### config.mk
export PLATFORM = sky130hd
export DESIGN_NAME = ssc_strap
export DESIGN_NICKNAME = d
export VERILOG_FILES = /design/src/logic/ssc_pkg.sv /design/src/logic/ssc_strap.sv
export VERILOG_INCLUDE_DIRS = /design/src /design/src/logic
export SDC_FILE = /design/constraint.sdc
export NUM_CORES = 1
export LEC_CHECK = 0
export ABC_AREA = 1
export ABC_CLOCK_PERIOD_IN_PS = 1100
export BUFFER_PORTS_ARGS = -buffer_cell sky130_fd_sc_hd__buf_2
export CAP_MARGIN = 15
export CORE_MARGIN = 2
export CORE_UTILIZATION = 48
export CTS_BUF_LIST = sky130_fd_sc_hd__clkbuf_2 sky130_fd_sc_hd__clkbuf_4 sky130_fd_sc_hd__clkbuf_8
export CTS_CLUSTER_SIZE = 24
export DETAILED_ROUTE_END_ITERATION = 10
export PLACE_DENSITY = 0.84
export SYNTH_ARGS = -nofsm -noshare
export SYNTH_HDL_FRONTEND = slang
export SYNTH_SLANG_ARGS = --single-unit
### constraint.sdc
create_clock -name clk_i -period 1.1 [get_ports clk_i]
set_input_delay 0.22 -clock clk_i [delete_from_list [all_inputs] [get_ports clk_i]]
set_output_delay 0.22 -clock clk_i [all_outputs]
set_load 0.02 [all_outputs]
### src/logic/ssc_defs.svh
// Purpose: Offsets, field positions, reset value and pulse length of the software strap register.
// Assumes: Register bus carries a 5-bit register address and 16-bit data.
// Notes: Definitions only.
`ifndef SSC_DEFS_SVH
`define SSC_DEFS_SVH
`define SSC_ADDR_W      5
`define SSC_DATA_W      16
`define SSC_STRAP_ADDR  5'h09
`define SSC_STAT_ADDR   5'h1E
`define SSC_DONE_BIT    15
`define SSC_MDIX_BIT    14
`define SSC_AUTONEG_ON_STRAP_BIT    13
`define SSC_MODE_HI     12
`define SSC_MODE_LO     11
`define SSC_LED_BIT     10
`define SSC_STRAP_RST   16'h7C00
`define SSC_PULSE_CYC   4
`endif

### src/logic/ssc_pkg.sv
// Purpose: Types of the software strap block.
// Assumes: Nothing beyond the defines header.
// Notes: Holds the latched configuration bundle and the sequence states.
package ssc_pkg;
  typedef struct packed {
    logic       mdix_en;
    logic       an_en;
    logic       force_100;
    logic       force_fd;
    logic [3:0] adv;
    logic       led_mode1;
  } ssc_cfg_t;
  typedef enum logic [1:0] {
    SSC_WAIT  = 2'b00,
    SSC_PULSE = 2'b01,
    SSC_RUN   = 2'b10
  } ssc_state_t;
endpackage

### src/logic/ssc_strap.sv
// Purpose: Software strap register with done-triggered internal reset and latch.
// Assumes: Synchronous inputs; one read or write strobe per cycle at most.
// Notes: Latched configuration appears on outputs after the internal reset pulse.
`timescale 1ns/10ps
`include "ssc_defs.svh"
module ssc_strap
  import ssc_pkg::*;
#(
  parameter int PULSE_CYC = `SSC_PULSE_CYC
) (
  // Clock and reset.
  input  wire logic                    clk_i,
  input  wire logic                    nrst_i,
  // Register port.
  input  wire logic [`SSC_ADDR_W-1:0]  addr_i,
  input  wire logic [`SSC_DATA_W-1:0]  wdata_i,
  input  wire logic                    wr_i,
  input  wire logic                    rd_i,
  output logic      [`SSC_DATA_W-1:0]  rdata_o,
  // Internal reset and latched configuration.
  output logic                         int_rst_o,
  output logic                         cfg_valid_o,
  output ssc_cfg_t                     cfg_o
);

  logic [`SSC_DATA_W-1:0] strap_q;
  logic [`SSC_DATA_W-1:0] strap_d;
  ssc_state_t             st_q;
  ssc_state_t             st_d;
  logic [3:0]             cnt_q;
  logic [3:0]             cnt_d;
  ssc_cfg_t               cfg_d;
  logic [`SSC_DATA_W-1:0] rdata_d;

  // Overview of the strap sequence.
  // After the chip reset the strap register holds its default word, with the done bit clear.
  // Software may write any value to the register while the block waits in the wait state.
  // Nothing reaches the configuration outputs while the done bit stays clear.
  // The write that sets the done bit may also carry the new field values in the same word.
  // One edge after such a write the register shows the done bit set.
  // The state machine sees the set bit on the next edge and enters the pulse state.
  // The internal reset output goes high on that same edge and stays high for PULSE_CYC cycles.
  // The counter runs only in the pulse state and starts from zero on entry.
  // On the last pulse cycle the decoded fields are captured into the configuration bundle.
  // The internal reset output falls on the edge on which the new bundle appears.
  // The valid output rises on that edge too and stays high in the run state.
  // Writes in the run state change the register but leave the bundle alone.
  // This keeps the latched values steady, as a strap would be, until software starts over.
  // Clearing the done bit in the run state returns the block to the wait state.
  // The valid output falls two edges after the write that clears the done bit.
  // Setting the done bit again then reruns the pulse and the capture.
  // A write that clears and a write that sets may follow each other with no gap.
  // In that case the state machine still sees the clear for one cycle and goes back to the wait state.
  // Software gets a fresh capture without leaving idle cycles after the clear.
  //
  // Field decoding.
  // The crossover enable and the autonegotiation enable are copied as they stand.
  // The two mode bits are copied as forced speed (upper bit) and forced duplex (lower bit).
  // The same two bits are also decoded into a four-bit advertisement mask.
  // The mask order is 100 full, 100 half, 10 full, 10 half, from the top bit down.
  // Both the forced pair and the mask are always captured, whatever the enable says.
  // The user of the bundle picks the forced pair or the mask by the enable bit.
  // The indicator mode bit is copied as it stands.
  //
  // Read side.
  // Read data are registered and stand for exactly the cycle after the read strobe.
  // In every other cycle the read data output is zero, so a stale word never shows.
  // The status word gives the state in its two low bits and the valid flag above them.
  // Unmapped addresses read as zero and ignore writes.
  //
  // Hazards.
  // The capture uses the register value of the last pulse cycle, not of the done write.
  // Writes during the pulse therefore still reach the bundle; software should not do that.
  // The assertions below are written for the default pulse length of four cycles.
  // A different pulse length needs the repetition count of the pulse check changed to match.

  // Decode of the register port.
  wire hit_strap = addr_i == `SSC_STRAP_ADDR;
  wire hit_stat  = addr_i == `SSC_STAT_ADDR;
  wire wr_strap  = wr_i && hit_strap;
  wire done_bit  = strap_q[`SSC_DONE_BIT];
  wire [1:0] mode = strap_q[`SSC_MODE_HI:`SSC_MODE_LO];
  wire [`SSC_DATA_W-1:0] stat_word = {13'h0000, cfg_valid_o, st_q};

  // Register write; all fields are read-write, done included.
  assign strap_d = wr_strap ? wdata_i : strap_q;

  // Done rising in the wait state starts the internal reset pulse.
  assign st_d = (st_q == SSC_WAIT && done_bit) ? SSC_PULSE :
                (st_q == SSC_PULSE && cnt_q == 4'(PULSE_CYC - 1)) ? SSC_RUN :
                (st_q == SSC_RUN && !done_bit) ? SSC_WAIT : st_q;
  assign cnt_d = (st_q == SSC_PULSE) ? cnt_q + 4'h1 : 4'h0;

  // Decoded configuration captured at the end of the pulse.
  always_comb begin
    cfg_d           = cfg_o;
    if (st_q == SSC_PULSE && cnt_q == 4'(PULSE_CYC - 1)) begin
      cfg_d.mdix_en   = strap_q[`SSC_MDIX_BIT];
      cfg_d.an_en     = strap_q[`SSC_AUTONEG_ON_STRAP_BIT];
      cfg_d.force_100 = mode[1];
      cfg_d.force_fd  = mode[0];
      // Advertisement bits: {100FD, 100HD, 10FD, 10HD}.
      case (mode)
        2'b00:   cfg_d.adv = 4'h3;
        2'b01:   cfg_d.adv = 4'hC;
        2'b10:   cfg_d.adv = 4'h5;
        2'b11:   cfg_d.adv = 4'hF;
        default: cfg_d.adv = 4'hF;
      endcase
      cfg_d.led_mode1 = strap_q[`SSC_LED_BIT];
    end
  end

  // Read data, valid only in the cycle after the strobe.
  assign rdata_d = !rd_i ? '0 : hit_strap ? strap_q : hit_stat ? stat_word : '0;

  // State, register and outputs.
  always_ff @(posedge clk_i) begin
    if (!nrst_i) begin
      strap_q     <= `SSC_STRAP_RST;
      st_q        <= SSC_WAIT;
      cnt_q       <= 4'h0;
      cfg_o       <= '0;
      cfg_valid_o <= 1'b0;
      int_rst_o   <= 1'b0;
      rdata_o     <= '0;
    end else begin
      strap_q     <= strap_d;
      st_q        <= st_d;
      cnt_q       <= cnt_d;
      cfg_o       <= cfg_d;
      cfg_valid_o <= (st_d == SSC_RUN);
      int_rst_o   <= (st_d == SSC_PULSE);
      rdata_o     <= rdata_d;
    end
  end

  // Checks.
  // All checks run on the block clock and are off while the chip reset is low.
  // Checks that look at the capture use the edge on which the internal reset falls.
  // On that edge the past value of the register is the one the capture used.

  // A set done bit in the wait state starts the pulse on the next edge.
  done_pulse_a: assert property (@(posedge clk_i) disable iff (!nrst_i)
    (st_q == SSC_WAIT && done_bit) |=> int_rst_o)
    else $error("Internal reset did not follow done.");

  // The pulse lasts four cycles and then ends.
  pulse_len_a: assert property (@(posedge clk_i) disable iff (!nrst_i)
    $rose(int_rst_o) |-> int_rst_o [*4] ##1 !int_rst_o)
    else $error("Internal reset pulse length wrong.");

  // The done bit takes the written value.
  done_write_a: assert property (@(posedge clk_i) disable iff (!nrst_i)
    wr_strap |=> done_bit == $past(wdata_i[`SSC_DONE_BIT]))
    else $error("Done bit did not take written value.");

  // Crossover enable is captured as written.
  mdix_latch_a: assert property (@(posedge clk_i) disable iff (!nrst_i)
    $fell(int_rst_o) |-> cfg_o.mdix_en == $past(strap_q[`SSC_MDIX_BIT]))
    else $error("Crossover enable not latched.");

  // Enable and forced pair are captured as written.
  force_mode_a: assert property (@(posedge clk_i) disable iff (!nrst_i)
    $fell(int_rst_o) |-> {cfg_o.an_en, cfg_o.force_100, cfg_o.force_fd} == $past(strap_q[13:11]))
    else $error("Forced mode not latched.");

  // Code three advertises everything.
  adv_all_a: assert property (@(posedge clk_i) disable iff (!nrst_i)
    $fell(int_rst_o) && $past(mode) == 2'b11 |-> cfg_o.adv == 4'hF)
    else $error("Full advertisement wrong.");

  // Code two advertises half duplex at both speeds.
  adv_half_a: assert property (@(posedge clk_i) disable iff (!nrst_i)
    $fell(int_rst_o) && $past(mode) == 2'b10 |-> cfg_o.adv == 4'h5)
    else $error("Half duplex advertisement wrong.");

  // Indicator mode bit is captured as written.
  led_latch_a: assert property (@(posedge clk_i) disable iff (!nrst_i)
    $fell(int_rst_o) |-> cfg_o.led_mode1 == $past(strap_q[`SSC_LED_BIT]))
    else $error("Indicator mode not latched.");

  // The bundle only changes on the capture edge.
  cfg_hold_a: assert property (@(posedge clk_i) disable iff (!nrst_i)
    (!int_rst_o && !$fell(int_rst_o)) |-> $stable(cfg_o))
    else $error("Configuration changed outside reset pulse.");

  // Code zero advertises 10 Mb/s at both duplex modes.
  adv_ten_a: assert property (@(posedge clk_i) disable iff (!nrst_i)
    $fell(int_rst_o) && $past(mode) == 2'b00 |-> cfg_o.adv == 4'h3)
    else $error("Slow advertisement wrong.");

  // Code one advertises 100 Mb/s at both duplex modes.
  adv_fast_a: assert property (@(posedge clk_i) disable iff (!nrst_i)
    $fell(int_rst_o) && $past(mode) == 2'b01 |-> cfg_o.adv == 4'hC)
    else $error("Fast advertisement wrong.");

  // Autonegotiation enable is captured as written.
  an_latch_a: assert property (@(posedge clk_i) disable iff (!nrst_i)
    $fell(int_rst_o) |-> cfg_o.an_en == $past(strap_q[`SSC_AUTONEG_ON_STRAP_BIT]))
    else $error("Autonegotiation enable not latched.");

  // The upper mode bit gives the forced speed.
  force_speed_a: assert property (@(posedge clk_i) disable iff (!nrst_i)
    $fell(int_rst_o) |-> cfg_o.force_100 == $past(mode[1]))
    else $error("Forced speed not latched.");

  // The lower mode bit gives the forced duplex.
  force_dup_a: assert property (@(posedge clk_i) disable iff (!nrst_i)
    $fell(int_rst_o) |-> cfg_o.force_fd == $past(mode[0]))
    else $error("Forced duplex not latched.");

  // A strap read returns the register word one cycle later.
  rd_strap_a: assert property (@(posedge clk_i) disable iff (!nrst_i)
    rd_i && hit_strap |=> rdata_o == $past(strap_q))
    else $error("Strap read data wrong.");

  // A status read returns state and valid one cycle later.
  rd_stat_a: assert property (@(posedge clk_i) disable iff (!nrst_i)
    rd_i && hit_stat |=> rdata_o == {13'h0000, $past(cfg_valid_o), $past(st_q)})
    else $error("Status read data wrong.");

  // Without a read strobe the read data are zero.
  rd_idle_a: assert property (@(posedge clk_i) disable iff (!nrst_i)
    !rd_i |=> rdata_o == '0)
    else $error("Read data not zero when idle.");

  // Unmapped addresses read as zero.
  rd_unmapped_a: assert property (@(posedge clk_i) disable iff (!nrst_i)
    rd_i && !hit_strap && !hit_stat |=> rdata_o == '0)
    else $error("Unmapped read data not zero.");

  // A strap write stores the whole word.
  wr_strap_a: assert property (@(posedge clk_i) disable iff (!nrst_i)
    wr_strap |=> strap_q == $past(wdata_i))
    else $error("Strap write not stored.");

  // Without a strap write the register keeps its word.
  strap_keep_a: assert property (@(posedge clk_i) disable iff (!nrst_i)
    !wr_strap |=> $stable(strap_q))
    else $error("Strap register changed without a write.");

  // A clear done bit in the wait state starts nothing.
  no_pulse_a: assert property (@(posedge clk_i) disable iff (!nrst_i)
    (st_q == SSC_WAIT && !done_bit) |=> !int_rst_o)
    else $error("Internal reset without done.");

  // Clearing done in the run state drops the valid flag.
  done_clear_a: assert property (@(posedge clk_i) disable iff (!nrst_i)
    (st_q == SSC_RUN && !done_bit) |=> !cfg_valid_o)
    else $error("Valid kept after done cleared.");

  // With done still set the run state is kept.
  run_hold_a: assert property (@(posedge clk_i) disable iff (!nrst_i)
    (st_q == SSC_RUN && done_bit) |=> st_q == SSC_RUN)
    else $error("Run state left while done set.");

  // The internal reset is high only in the pulse state.
  pulse_state_a: assert property (@(posedge clk_i) disable iff (!nrst_i)
    int_rst_o |-> st_q == SSC_PULSE)
    else $error("Internal reset outside pulse state.");

  // The pulse only starts from the wait state.
  pulse_from_a: assert property (@(posedge clk_i) disable iff (!nrst_i)
    $rose(int_rst_o) |-> $past(st_q) == SSC_WAIT)
    else $error("Pulse started outside wait state.");

  // Valid rises only at the end of a pulse.
  valid_from_a: assert property (@(posedge clk_i) disable iff (!nrst_i)
    $rose(cfg_valid_o) |-> $past(st_q) == SSC_PULSE)
    else $error("Valid rose without a pulse.");

  // Valid is high on the capture edge.
  valid_after_a: assert property (@(posedge clk_i) disable iff (!nrst_i)
    $fell(int_rst_o) |-> cfg_valid_o)
    else $error("Valid missing after pulse.");

  // The pulse counter stays below the pulse length.
  cnt_bound_a: assert property (@(posedge clk_i) disable iff (!nrst_i)
    st_q == SSC_PULSE |-> cnt_q < 4'(PULSE_CYC))
    else $error("Pulse counter out of range.");

  // Outside the pulse the counter restarts from zero.
  cnt_clear_a: assert property (@(posedge clk_i) disable iff (!nrst_i)
    st_q != SSC_PULSE |=> cnt_q == 4'h0)
    else $error("Pulse counter not cleared.");

  // The crossover enable holds while valid.
  mdix_hold_a: assert property (@(posedge clk_i) disable iff (!nrst_i)
    cfg_valid_o && $past(cfg_valid_o) |-> $stable(cfg_o.mdix_en))
    else $error("Crossover enable moved while valid.");

  // The indicator mode holds while valid.
  led_hold_a: assert property (@(posedge clk_i) disable iff (!nrst_i)
    cfg_valid_o && $past(cfg_valid_o) |-> $stable(cfg_o.led_mode1))
    else $error("Indicator mode moved while valid.");

  // Main scenarios: capture, restart, read, advertised capture, forced capture.
  pulse_c: cover property (@(posedge clk_i) disable iff (!nrst_i) $fell(int_rst_o));
  restart_c: cover property (@(posedge clk_i) disable iff (!nrst_i) cfg_valid_o ##1 !cfg_valid_o);
  read_c: cover property (@(posedge clk_i) disable iff (!nrst_i) rd_i && hit_strap);
  adv_cap_c: cover property (@(posedge clk_i) disable iff (!nrst_i) $fell(int_rst_o) && cfg_o.an_en);
  force_cap_c: cover property (@(posedge clk_i) disable iff (!nrst_i) $fell(int_rst_o) && !cfg_o.an_en);

endmodule

==> impl_metrics.json <==
{
  "grt_usage_pct": 17.9,
  "synth.cell_area_um2": 1940,
  "dr_total_vias": 1679,
  "final_nets": 347,
  "vias_per_cell": 4.56,
  "hold_slack_ns": 0.157,
  "async_flop_share_pct": 0,
  "gp_congestion": 0.742,
  "cts_buffers": 5,
  "fillers": 342,
  "path_class": "reg -> reg",
  "syn_nets": 282,
  "io_pins": 52,
  "cp-end-kind": "register",
  "grt_pass1_wl_um": 6030,
  "avgSynthCellArea_um2": 7.71,
  "yosysWarnings": 0,
  "ys_types": 21,
  "finalWirelength_um": 3890,
  "fp.dieH_um": 67.6,
  "finalHoldViolCount": 0,
  "worst_ir_drop_vdd_mv": 0.894,
  "required_ns": 1.31,
  "path_max_fanout": 5,
  "drt_pass1_iterations": 4,
  "wl_per_cell_um": 10.6,
  "setup_viol": 0,
  "skew_ns": 0.00700,
  "diodes": 0,
  "initial_core_util_pct": 49.3,
  "layout_common_cells": "buf_2, nor2_1, dfxtp_1",
  "p_per_area_nw_per_um2": 1220,
  "period_share_pct": 96.6,
  "grt_start_max_net_pins": 17,
  "period_minus_slack_ns": 1.06,
  "core_um2": 3940,
  "io_buffers": 51,
  "multi_input_area_um2": 787,
  "dpl.hpwl_um": 2930,
  "die_area_um2": 4570,
  "cts_tree": "yes",
  "area_delta_synth_final_pct": 28.2,
  "synthFlopType": "dfxtp_1",
  "num_rows": 23,
  "clockRootBuffer": "clkbuf_8",
  "dieWidth_um": 67.6,
  "grt_antenna_before_repair": 0,
  "drive_above_1_share_pct": 35.5,
  "ff_latch_area_um2": 988,
  "rsz0062_at_grt": "true",
  "htree_num_levels": 2,
  "postCtsHoldBufs": 0,
  "power.total_mw": 3.04,
  "status": "complete, no violations",
  "crit_arrival_ns": 1.27,
  "startpoint_type": "register",
  "ys_ff_latch": 49,
  "clk_pin_slew_ns": 0.09,
  "leakage_nw": 1.22,
  "drt_first_iter_violations": 58,
  "synth_cells": 252,
  "drv_slew": 0,
  "cts.sinks": 49,
  "grt-ovfl-total": 0,
  "clockBufferDepth": 2,
  "synth_edf_count": 0,
  "drc": 0,
  "ant_nets": 0,
  "clock_latency_ns": 0.31,
  "slew_headroom_pct": 77.0,
  "hp-class": "in -> reg",
  "grt_pass1_vias": 1555,
  "tightest_slew_ns": 0.345,
  "max_freq_mhz": 942,
  "final_common_cell": "buf_2",
  "maxCapViolCount": 0,
  "synth-seq-area-share_pct": 50.5
}
power by group:
| part | switching (mW) | internal [mW] | total (mW) |
|---|---|---|---|
| clock | 0.597 | 0.473 | 1.07 |
| sequential | 0.00594 | 1.78 | 1.79 |
| combinational | 0.0994 | 0.0794 | 0.179 |
stage by stage:
stage	utilization (%)	TNS (ns)	worst slack (ns)	cells	area, um2
2_1_floorplan	-	0	0.0472	252	1940
3_3_place_gp	58.9	-0.269	-0.0259	358	2320
3_5_place_dp	58.9	-0.683	-0.0573	358	2320
4_1_cts	61.6	0	0.00508	367	2430
5_1_grt	63.1	-0.0188	-0.0188	368	2490
6_report	63.1	0	0.0379	368	2490
routing by layer:
layer  track usage (%)  vias up  wire [um]
li1                  -      889          -
met5                 0        -          0
met2              31.5       36       2070
met4              10.5        0         51
met3              4.33        5        140
met1              19.2      749       1630
Yosys cell counts, types with 4 or more instances:
master	instances	share of area [%]
o21ai_1	4	1.0
o21ai_0	5	1.3
nor2_1	51	9.9
buf_6	4	2.3
inv_1	36	7.0
ha_1	5	3.2
nand3_1	25	6.4
nand2_1	37	7.2
nor2_2	13	4.2
dfxtp_1	49	51
a21oi_1	5	1.3
buf_2	4	1.0
state kept, by name (all words and copies together) (netlist names):
signal and cells:
rdata_o 16, strap_q 16, cfg_o 9, cnt_q 4
st_q 2, cfg_valid_o 1, int_rst_o 1
what timing repair did:
| item | CTS | global route |
|---|---|---|
| setup buffers | 1 | 0 |
| gates cloned | 0 | 1 |
| pin swaps | 1 | 2 |
| gates resized for setup | 4 | 18 |
| setup endpoints to repair | 8 | 10 |
cell type report:
class                      instances  share of cell area [%]
sequential                        49                    39.7
multi-input combinational        154                    31.6
timing repair buffer              67                    16.4
inverter                          40                    6.08
clock buffer                       6                    3.07
tap                               50                    2.51
clock inverter                     2                   0.603
final timing paths:
path	startpoint	cells after the start	slack (ns)	end
max	st_q[0]$_SDFF_PN0_	6	0.04	cfg_o[6]$_SDFFE_PN0P_
min	wdata_i[10]	3	0.16	strap_q[10]$_SDFFE_PN1P_
max reg2reg	st_q[0]$_SDFF_PN0_	6	0.04	cfg_o[6]$_SDFFE_PN0P_
min reg2reg	strap_q[9]$_SDFFE_PN0P_	2	0.44	rdata_o[9]$_SDFF_PN0_
cells by family (layout without fill, tap and decap cells):
| kind of cell | after synthesis | after routing | synth area share, % |
|---|---|---|---|
| and+or+nand+nor | 135 | 135 | 31.4 |
| adders and majority gates | 5 | 5 | 3.22 |
| buffers and inverters | 49 | 115 | 11.3 |
| AOI/OAI and AO/OA | 14 | 14 | 3.61 |
| DFF | 49 | 49 | 50.5 |
critical path, cell delays in order, from the launching register on:
cell	delay (ns)
dfxtp_2	0.34
inv_2	0.06
nor2_4	0.12
nand3_4	0.11
buf_6	0.15
o21ai_1	0.13
nor2_1	0.06
Power figures use the tool's default switching activity.
